[config.mk]
export PLATFORM = sky130hd
export DESIGN_NAME = system_control_coprocessor
export DESIGN_NICKNAME = d
export VERILOG_FILES = /design/src/scp_pkg.sv /design/src/decode_if.sv /design/src/coproc_decoder.sv /design/src/system_control_coprocessor.sv
export SDC_FILE = /design/constraint.sdc
export NUM_CORES = 1
export LEC_CHECK = 0
export ABC_AREA = 1
export BUFFER_PORTS_ARGS = -buffer_cell sky130_fd_sc_hd__buf_2
export CORE_ASPECT_RATIO = 0.5
export CORE_MARGIN = 2
export CORE_UTILIZATION = 45
export DETAILED_ROUTE_END_ITERATION = 10
export GPL_TIMING_DRIVEN = 0
export PLACE_DENSITY_LB_ADDON = 0.1
export SYNTH_ARGS = -nofsm -noshare
export SYNTH_HDL_FRONTEND = slang
export SYNTH_SLANG_ARGS = --single-unit
[constraint.sdc]
create_clock -name i_ref_clk -period 4.1 [get_ports i_ref_clk]
set_input_delay 0.615 -clock i_ref_clk [delete_from_list [all_inputs] [get_ports i_ref_clk]]
set_output_delay 0.615 -clock i_ref_clk [all_outputs]
set_load 0.02 [all_outputs]
[src/scp_pkg.sv]
// Constants shared by the system control coprocessor files.
// Assumes a 32-bit core that presents one coprocessor instruction per pulse.
// How it works
// - Registers reached only by privileged transfer instructions
// - Other coprocessor forms or unprivileged transfers are rejected
// - Accept only coprocessor number fifteen in bits 11:8
// - Direction bit zero writes, one reads
// - Register 0 returns fixed identification with revision nibble
// - Translation, alignment, cache, write buffer enable bits
// - Three fixed configuration bits read one, ignore writes
// - Endianness bit: zero little, one big
// - Stores system, ROM protection and vector location
// - Unused control bits read undefined; software writes zero
// - Register 2 keeps translation base bits 31:14 only
// - Register 3 holds sixteen 2-bit domain fields
// - Register 7 write with aux 0111 and opcode 0 invalidates cache
// - Register 8 aux 0111: opcode 0 all, 1 entry
// - Whole invalidate removes every unlocked TLB entry
// - Entry invalidate uses virtual address from core register
// - Registers 4, 9-12, 14-15 reserved; 13 unused
// - Write buffer enable sits at control bit 3
// - Cache starts disabled after reset
// - Address translation starts disabled after reset
package scp_pkg;
    // Instruction field positions
    localparam int          INS_CLASS_LSB  = 24;
    localparam int          INS_LDST_LSB   = 25;
    localparam int          INS_DIR_BIT    = 20;
    localparam int          INS_CRN_LSB    = 16;
    localparam int          INS_CPNUM_LSB  = 8;
    localparam int          INS_OP2_LSB    = 5;
    localparam int          INS_XFER_BIT   = 4;
    localparam int          INS_CRM_LSB    = 0;
    // Instruction encodings
    localparam logic [3:0]  CLASS_COPROC   = 4'he;
    localparam logic [2:0]  CLASS_LDST     = 3'h6;
    localparam logic [3:0]  CP_NUMBER      = 4'hf;
    // Register numbers
    localparam logic [3:0]  REG_ID         = 4'h0;
    localparam logic [3:0]  REG_CTRL       = 4'h1;
    localparam logic [3:0]  REG_TTB        = 4'h2;
    localparam logic [3:0]  REG_DOMAIN     = 4'h3;
    localparam logic [3:0]  REG_CACHE_OP   = 4'h7;
    localparam logic [3:0]  REG_TLB_OP     = 4'h8;
    // Maintenance sub-codes
    localparam logic [3:0]  AUX_MAINT      = 4'h7;
    localparam logic [2:0]  OP2_ALL        = 3'h0;
    localparam logic [2:0]  OP2_ENTRY      = 3'h1;
    // Control register bit positions
    localparam int          CTRL_MMU       = 0;
    localparam int          CTRL_ALIGN     = 1;
    localparam int          CTRL_CACHE     = 2;
    localparam int          CTRL_WBUF      = 3;
    localparam int          CTRL_ENDIAN    = 7;
    localparam int          CTRL_SYS_PROT  = 8;
    localparam int          CTRL_ROM_PROT  = 9;
    localparam int          CTRL_VECTORS   = 13;
    // Register masks, reset values and the value unused numbers read
    localparam logic [31:0] CTRL_FIXED_ONE = 32'h0000_0070;
    localparam logic [31:0] CTRL_STORED    = 32'h0000_238f;
    localparam logic [31:0] CTRL_RESET     = 32'h0000_0000;
    localparam logic [31:0] TTB_MASK       = 32'hffff_c000;
    localparam logic [31:0] TTB_RESET      = 32'h0000_0000;
    localparam logic [31:0] DOMAIN_RESET   = 32'h0000_0000;
    localparam logic [31:0] READ_UNDEF     = 32'h0000_0000;
endpackage

[src/decode_if.sv]
// Decoded instruction fields passed from the decoder to the register file.
// Assumes both ends run on the core clock.
`timescale 1ns/1ps
interface decode_if;
    logic       xfer_ok;
    logic       reject;
    logic       read_dir;
    logic [3:0] target_register_select;
    logic [3:0] auxiliary_register_field;
    logic [2:0] op2;

    modport producer (output xfer_ok, output reject, output read_dir,
                      output target_register_select, output auxiliary_register_field, output op2);
    modport consumer (input xfer_ok, input reject, input read_dir,
                      input target_register_select, input auxiliary_register_field, input op2);
endinterface

[src/coproc_decoder.sv]
// Combinational decoder of coprocessor instructions aimed at this unit.
// Assumes the instruction and privilege level are stable while valid is high.
`timescale 1ns/1ps
module coproc_decoder
    import scp_pkg::*;
(
    input  wire logic [31:0] i_instr,
    input  wire logic        i_valid,
    input  wire logic        i_privileged,
    decode_if.producer       dec
);
    logic is_ours;
    logic is_xfer;
    logic is_data_op;
    logic is_ldst;

    // Instruction class detection
    always_comb begin
        is_ours    = i_instr[INS_CPNUM_LSB +: 4] == CP_NUMBER;
        is_xfer    = (i_instr[INS_CLASS_LSB +: 4] == CLASS_COPROC) & i_instr[INS_XFER_BIT];
        is_data_op = (i_instr[INS_CLASS_LSB +: 4] == CLASS_COPROC) & ~i_instr[INS_XFER_BIT];
        is_ldst    = i_instr[INS_LDST_LSB +: 3] == CLASS_LDST;
    end

    // Other coprocessors' instructions are left alone, neither taken nor trapped
    always_comb begin
        dec.xfer_ok  = i_valid & is_ours & is_xfer & i_privileged;
        dec.reject   = i_valid & is_ours
                     & ((is_xfer & ~i_privileged) | is_data_op | is_ldst);
        dec.read_dir = i_instr[INS_DIR_BIT];
        dec.target_register_select      = i_instr[INS_CRN_LSB +: 4];
        dec.auxiliary_register_field      = i_instr[INS_CRM_LSB +: 4];
        dec.op2      = i_instr[INS_OP2_LSB +: 3];
    end
endmodule // coproc_decoder

[src/system_control_coprocessor.sv]
// System control coprocessor: configuration registers and maintenance strobes.
// Assumes i_instr_valid and i_core_data come from logic on i_ref_clk.
`timescale 1ns/1ps
module system_control_coprocessor
    import scp_pkg::*;
#(
    parameter logic [31:0] CHIP_ID = 32'h5a5a_0001 // Arbitrary value; low nibble is revision
)
(
    input  wire logic        i_ref_clk,
    input  wire logic        i_resetn,
    input  wire logic        i_instr_valid,
    input  wire logic [31:0] i_instr,
    input  wire logic        i_privileged,
    input  wire logic [31:0] i_core_data,
    output logic             o_accept,
    output logic             o_undefined,
    output logic             o_read_valid,
    output logic [31:0]      o_read_data,
    output logic             o_mmu_enable,
    output logic             o_align_enable,
    output logic             o_cache_enable,
    output logic             o_wbuf_enable,
    output logic             o_big_endian,
    output logic             o_sys_protect,
    output logic             o_rom_protect,
    output logic             o_high_vectors,
    output logic [31:0]      o_table_base,
    output logic [31:0]      o_domain_perm,
    output logic             o_cache_invalidate,
    output logic             o_tlb_invalidate_all,
    output logic             o_tlb_invalidate_entry,
    output logic [31:0]      o_tlb_invalidate_addr
);
    logic [1:0]  rst_sync_q;
    logic        rst_n;
    logic [31:0] ctrl_q;
    logic [31:0] ttb_q;
    logic [31:0] domain_q;
    logic        wr_en;
    logic        rd_en;
    logic        maint_aux;
    logic [31:0] read_d;
    logic        accept_q;
    logic        undef_q;
    logic        read_valid_q;
    logic [31:0] read_data_q;
    logic        cache_inv_q;
    logic        tlb_all_q;
    logic        tlb_entry_q;
    logic [31:0] tlb_addr_q;

    decode_if dec ();

    coproc_decoder u_decoder (
        .i_instr      (i_instr),
        .i_valid      (i_instr_valid),
        .i_privileged (i_privileged),
        .dec          (dec.producer)
    );

    // Reset release through two flops so release never lands near a clock edge
    always_ff @(posedge i_ref_clk or negedge i_resetn) begin
        if (!i_resetn) begin
            rst_sync_q <= 2'h0;
        end else begin
            rst_sync_q <= {rst_sync_q[0], 1'b1};
        end
    end
    assign rst_n = rst_sync_q[1];

    // Taken transfer split by direction
    assign wr_en     = dec.xfer_ok & ~dec.read_dir;
    assign rd_en     = dec.xfer_ok & dec.read_dir;
    assign maint_aux = dec.auxiliary_register_field == AUX_MAINT;

    // Control register; every stored bit updates in the same edge
    always_ff @(posedge i_ref_clk or negedge rst_n) begin
        if (!rst_n) begin
            ctrl_q <= CTRL_RESET;
        end else if (wr_en && dec.target_register_select == REG_CTRL) begin
            ctrl_q <= i_core_data & CTRL_STORED;
        end
    end

    // Translation table base keeps only its valid upper bits
    always_ff @(posedge i_ref_clk or negedge rst_n) begin
        if (!rst_n) begin
            ttb_q <= TTB_RESET;
        end else if (wr_en && dec.target_register_select == REG_TTB) begin
            ttb_q <= i_core_data & TTB_MASK;
        end
    end

    // Domain access fields, two bits per domain, stored as one word
    always_ff @(posedge i_ref_clk or negedge rst_n) begin
        if (!rst_n) begin
            domain_q <= DOMAIN_RESET;
        end else if (wr_en && dec.target_register_select == REG_DOMAIN) begin
            domain_q <= i_core_data;
        end
    end

    // Read multiplexer; write-only and reserved numbers read as zero
    always_comb begin
        case (dec.target_register_select)
            REG_ID:     read_d = CHIP_ID;
            REG_CTRL:   read_d = ctrl_q | CTRL_FIXED_ONE;
            REG_TTB:    read_d = ttb_q;
            REG_DOMAIN: read_d = domain_q;
            default:    read_d = READ_UNDEF;
        endcase
    end

    // Handshake answers, one cycle after the instruction is presented
    always_ff @(posedge i_ref_clk or negedge rst_n) begin
        if (!rst_n) begin
            accept_q     <= 1'b0;
            undef_q      <= 1'b0;
            read_valid_q <= 1'b0;
        end else begin
            accept_q     <= dec.xfer_ok;
            undef_q      <= dec.reject;
            read_valid_q <= rd_en;
        end
    end

    // Read data holds until the next read
    always_ff @(posedge i_ref_clk or negedge rst_n) begin
        if (!rst_n) begin
            read_data_q <= 32'h0000_0000;
        end else if (rd_en) begin
            read_data_q <= read_d;
        end
    end

    // Maintenance strobes; writes to ID or reserved numbers fall through here
    always_ff @(posedge i_ref_clk or negedge rst_n) begin
        if (!rst_n) begin
            cache_inv_q <= 1'b0;
            tlb_all_q   <= 1'b0;
            tlb_entry_q <= 1'b0;
        end else begin
            cache_inv_q <= wr_en & maint_aux & (dec.target_register_select == REG_CACHE_OP)
                         & (dec.op2 == OP2_ALL);
            tlb_all_q   <= wr_en & maint_aux & (dec.target_register_select == REG_TLB_OP)
                         & (dec.op2 == OP2_ALL);
            tlb_entry_q <= wr_en & maint_aux & (dec.target_register_select == REG_TLB_OP)
                         & (dec.op2 == OP2_ENTRY);
        end
    end

    // Virtual address for single-entry invalidate, held until the next one
    always_ff @(posedge i_ref_clk or negedge rst_n) begin
        if (!rst_n) begin
            tlb_addr_q <= 32'h0000_0000;
        end else if (wr_en && maint_aux && dec.target_register_select == REG_TLB_OP && dec.op2 == OP2_ENTRY) begin
            tlb_addr_q <= i_core_data;
        end
    end

    // Outputs taken straight from the flops above
    assign o_accept               = accept_q;
    assign o_undefined            = undef_q;
    assign o_read_valid           = read_valid_q;
    assign o_read_data            = read_data_q;
    assign o_mmu_enable           = ctrl_q[CTRL_MMU];
    assign o_align_enable         = ctrl_q[CTRL_ALIGN];
    assign o_cache_enable         = ctrl_q[CTRL_CACHE];
    assign o_wbuf_enable          = ctrl_q[CTRL_WBUF];
    assign o_big_endian           = ctrl_q[CTRL_ENDIAN];
    assign o_sys_protect          = ctrl_q[CTRL_SYS_PROT];
    assign o_rom_protect          = ctrl_q[CTRL_ROM_PROT];
    assign o_high_vectors         = ctrl_q[CTRL_VECTORS];
    assign o_table_base           = ttb_q;
    assign o_domain_perm          = domain_q;
    assign o_cache_invalidate     = cache_inv_q;
    assign o_tlb_invalidate_all   = tlb_all_q;
    assign o_tlb_invalidate_entry = tlb_entry_q;
    assign o_tlb_invalidate_addr  = tlb_addr_q;
endmodule // system_control_coprocessor

# After elaboration in Yosys (flattened, before gate mapping)
# Index checks and enable logic that the tools add are counted.
# Widths: inputs -> output; s select.
word_totals:
  regBits: 130
  output_inout_bits: 142
  elab_cells: 51
op_classes:
  eq_ne: 10
  n_mux: 1
  n_bitwise: 20
  n_reduce_logical: 8
op_table:
  columns: ["op", "count"]
  rows:
  - ["$pmux 32 s4", 1]
  - ["$and 1x1->1", 15]
  - ["$eq 4x4->1 const B", 3]
  - ["$eq 4x2->1 const B", 2]
  - ["$eq 4x3->1 const B", 2]
  - ["$logic_and 1x1->1", 6]
  - ["$eq 4x1->1 const B", 1]
  - ["$logic_not 4->1", 1]
  - ["$eq 3x1->1 const B", 1]
  - ["$eq 3x3->1 const B", 1]
  - ["$logic_not 3->1", 1]
  - ["$not 1->1", 3]
  - ["$or 1x1->1", 2]

# Depth between registers and ports, before layout
logic_depth:
  ltp_word: 8
  mapped_depth: 10
  mapped_depth_nobuf: 9

# Hierarchy
# A second synthesis with hierarchy kept.
hier_totals:
  cells_unflattened: 664
  area_unflattened_um2: 5710.5
modules_own_cells:
  columns: ["module", "instances", "cells_per_inst", "area_each_um2", "seq_area_each_um2"]
  rows:
  - ["system_control_coprocessor", 1, 638, 5564.1, 3253.1]
  - ["coproc_decoder", 1, 26, 146.4, 0.0]

# Worst setup path before layout
# OpenSTA, ideal clock, no wires.
synth_path:
  path_type: "input port to flip-flop"
  start: "input port i_instr[24]"
  end: "register ttb_q[21], in the netlist o_table_base[21]"
  setup_time_ns: 0.121
  t_arrival_ns: 1.482
  required_time_ns: 3.979
  setup_slack_ns: 2.497
  cell_stages: 8
  path_buffers: 2
  path_cell_list: "inv_1 > nand2_1 > nor2_2 > nand4_2 > buf_6 > nor2_8 > buf_4 > o21ai_1"
synth_between:
  elab_chain_cells: 6
synth_lines:
  columns: ["element", "line_no", "source"]
  rows:
  - ["start, declared", "system_control_coprocessor.sv:13", "input wire logic [31:0] i_instr,"]
  - ["$eq 4x4->1", "coproc_decoder.sv:20", "is_xfer = (i_instr[INS_CLASS_LSB +: 4] == CLASS_COPROC) & i_instr[INS_XFER_BIT];"]
  - ["$and 1x1->1", "coproc_decoder.sv:20", null]
  - ["$and 1x1->1 (2 in series)", "coproc_decoder.sv:27", "dec.xfer_ok = i_valid & is_ours & is_xfer & i_privileged;"]
  - ["$and 1x1->1", "system_control_coprocessor.sv:73", "assign wr_en = dec.xfer_ok & ~dec.read_dir;"]
  - ["$logic_and 1x1->1", "system_control_coprocessor.sv:90", "end else if (wr_en && dec.target_register_select == REG_TTB) begin"]
  - ["end signal, assigned", "system_control_coprocessor.sv:91", "ttb_q <= i_core_data & TTB_MASK;"]
  - ["end, declared", "system_control_coprocessor.sv:38", "logic [31:0] ttb_q;"]
# No other way between the ends.
# A chain may end at the register's enable or synchronous reset.

# Worst setup path after layout
layout_path:
  start: "input port i_instr[24]"
  end: "register domain_q[31], in the netlist o_domain_perm[31]"
layout_between:
  elab_chain_cells: 6
layout_lines:
  columns: ["element", "line_no", "source"]
  rows:
  - ["$eq 4x4->1", "coproc_decoder.sv:20", null]
  - ["$and 1x1->1", "coproc_decoder.sv:20", null]
  - ["$and 1x1->1 (2 in series)", "coproc_decoder.sv:27", null]
  - ["$and 1x1->1", "system_control_coprocessor.sv:73", null]
  - ["$logic_and 1x1->1", "system_control_coprocessor.sv:99", "end else if (wr_en && dec.target_register_select == REG_DOMAIN) begin"]
  - ["end signal, assigned", "system_control_coprocessor.sv:100", "domain_q <= i_core_data;"]
  - ["end, declared", "system_control_coprocessor.sv:39", "logic [31:0] domain_q;"]
# No other way between the ends.

==> metrics.csv <==
metric,value,unit
Root Driver,clkbuf_16,
DIE AREA,13480,sq um
"FF+latch count, synth",130,
final hold slack,0.3216,ns
# hold bufs at CTS,1,
DR pass1 iterations,5,
post-synthesis cell count,631,
Detail Placement HPWL,12.28,mm
Crit Path Category,in -> reg,
Synth Warn #,0,
Final TNS setup,0,ns
GP Congestion,0.8400,
Finished Layout Cells,1028,
VDD IR-drop max,238.9,uV
later-pin clock latency in the skew report,0.41,ns
clock-pin slew on the worst setup and hold paths,0.06,ns
total of max-cap violations,0,
Worst Setup End Kind,flip-flop,
Worst Max-Slew Pin Slew,0.6228,ns
final setup margin,2.408,ns
register area share after synthesis,57.78,%
Die X,162.2,um
total CTS buffers,17,
largest net degree at the start of global routing,49,
drt wl/cell,16.18,um
Pins Over Slew Limit,0,
routed vias,5198,
antenna-violating nets left,0,
final period utilization,41.26,%
slew margin rel.,58.48,%
leakage power,4.268,nW
Via density,5.056,
Initial DRC Count,352,
CTS sink cnt,130,
pwr/cell area,391.5,nW/um^2
unique cell type count in the Yosys netlist,25,
final wirelength,16.63,mm
worst min path class,reg -> async,
Max Clock Skew,0.007647,ns
synthesized area,5630,sq um
maximum clock path buffer count,2,
Cells after DPL,995,
Synth-to-Final Area Change,32.38,%
endpoints failing hold,0,
Place WS,1.965,ns
start of the worst register-to-register path,rst_sync_q[1]$_DFF_PN0_,
Post-CTS Setup Bufs,0,
crit path from,i_instr[24],
first-pass GRT wire length,26.58,mm
Die Y-Extent,83.10,um
Worst Path Arrival,1.95,ns
number of setup violations in the final report,0,
Fmax,591.1,MHz
Post-CTS Resized,0,
Ant. Diodes,0,
DRC Markers,0,
gr ovfl total,0,
# rows,28,
Core ar.,12020,sq um
RSZ-0062 raised after global routing,no,
post-synthesis average cell area,8.923,sq um
R2R setup slack,2.87,ns
I/O Buffers,184,
Worst setup SP type,input port,
IO Count,210,
GRT Util Overall,25.53,%
WP data required,4.36,ns
vias in the first global route,4971,
Reg2Reg Depth,2,
RR Endpoint,ctrl_q[1]$_DFFE_PN0P_,
TritonCTS clock tree,yes,
starting density of the core,46.86,%
status,completed,
initial antenna violation count,1,
Post-layout nets,918,
post-route core utilization,62.03,%
crit-path max FO,10,
minimum clock period,1.692,ns
H-tree Lvls,4,
proportion of layout cells with a drive suffix above 1,31.75,%
## power breakdown
part | total (mW) | internal [mW] | switching (mW)
clock network | 1.49 | 0.911 | 0.581
registers | 1.29 | 1.29 | 0.00841
logic | 0.132 | 0.0458 | 0.0863
total | 2.92 | 2.24 | 0.676
## routing by layer
| layer | vias to the layer above | global-route usage [%] | wire (um) |
|---|---|---|---|
| met5 | - | 0 | 0 |
| met4 | 0 | 6.034 | 150 |
| met3 | 14 | 6.893 | 1256 |
| met2 | 189 | 37.18 | 7158 |
| met1 | 2534 | 37.98 | 8063 |
| li1 | 2461 | - | - |
## per-stage QoR
stage | total power [mW] | instance area (sq um)
3_5_place_dp | 1.448 | 6865
6_report | 2.918 | 7453
3_3_place_gp | 1.441 | 6807
4_1_cts | 2.936 | 7453
2_1_floorplan | 1.381 | 5679
5_1_grt | 3.020 | 7453
## worst max-delay path, stage by stage
cell and delay [ns]:
buf_2 0.09, inv_1 0.06, nand2_1 0.06, nor2_2 0.11, nand4_2 0.17, nor2_2 0.17, clkbuf_1 0.51, o21ai_0 0.16
## area by class of cell
class | count | area (sq um)
clock buffer | 19 | 442.9
sequential | 130 | 3257
buffer | 50 | 319.1
inverter | 60 | 225.2
clock inverter | 13 | 135.1
fill | 1089 | 4563
multi-input combinational | 404 | 1882
tap | 165 | 206.4
timing repair buffer | 187 | 985.9
## placed cells by master, fill, tap and decap left out, types with 4 or more instances in the layout
master,synthesis,routed
a21oi_1,12,12
buf_2,12,196
buf_4,19,19
buf_6,6,6
clkbuf_1,11,12
clkbuf_16,0,17
clkinv_2,0,5
conb_1,2,15
dfrtp_1,130,129
inv_1,55,55
inv_2,5,5
nand2_1,203,203
nand2_2,4,4
nand3_1,19,19
nand4_1,33,33
nor2_1,5,5
o21ai_0,60,60
o21ai_1,21,21
o22ai_1,17,17
## registers in the layout, indices dropped and copies added (netlist names)
name                    cells
o_domain_perm              32
o_read_data                32
o_tlb_invalidate_addr      32
o_table_base               18
ctrl_q                      8
rst_sync_q                  2
o_accept                    1
o_cache_invalidate          1
o_read_valid                1
o_tlb_invalidate_all        1
o_tlb_invalidate_entry      1
o_undefined                 1
## how the worst max path moves through the flow
| stage | slack [ns] | depth (start not counted) | endpoint |
|---|---|---|---|
| global placement | -1.44 | 0 | ctrl_q[8]$_DFFE_PN0P_ |
| global route | 2.26 | 8 | o_domain_perm[13]$_DFFE_PN0P_ |
| floorplan | 0.21 | 0 | ctrl_q[0]$_DFFE_PN0P_ |
| detailed placement | 1.97 | 8 | o_domain_perm[16]$_DFFE_PN0P_ |
| finish | 2.41 | 8 | o_domain_perm[31]$_DFFE_PN0P_ |
| CTS | 2.43 | 8 | o_domain_perm[14]$_DFFE_PN0P_ |
## cell usage after synthesis, drive strengths merged
library cell	count	area share (%)
nand3	19	1.7
a211oi	1	0.13
nor2	13	2.0
nand2	207	14
a21oi	12	1.1
o21ai	81	7.2
inv	60	4.0
and3	1	0.11
nand4	35	4.1
dfrtp	130	58
nor3	3	0.27
conb	2	0.13
o22ai	17	1.9
clkbuf	11	0.73
buf	39	4.9
## cell families (layout without fill, tap and decap cells)
family	after synthesis	in the layout	share of synthesized area, %
buffers and inverters	110	329	9.667
AO/OA/AOI/OAI	111	111	10.29
other	2	15	0.1334
flip-flops	130	130	57.78
AND/OR/NAND/NOR	278	278	22.13
No activity file was read; power rests on OpenSTA's default activity.
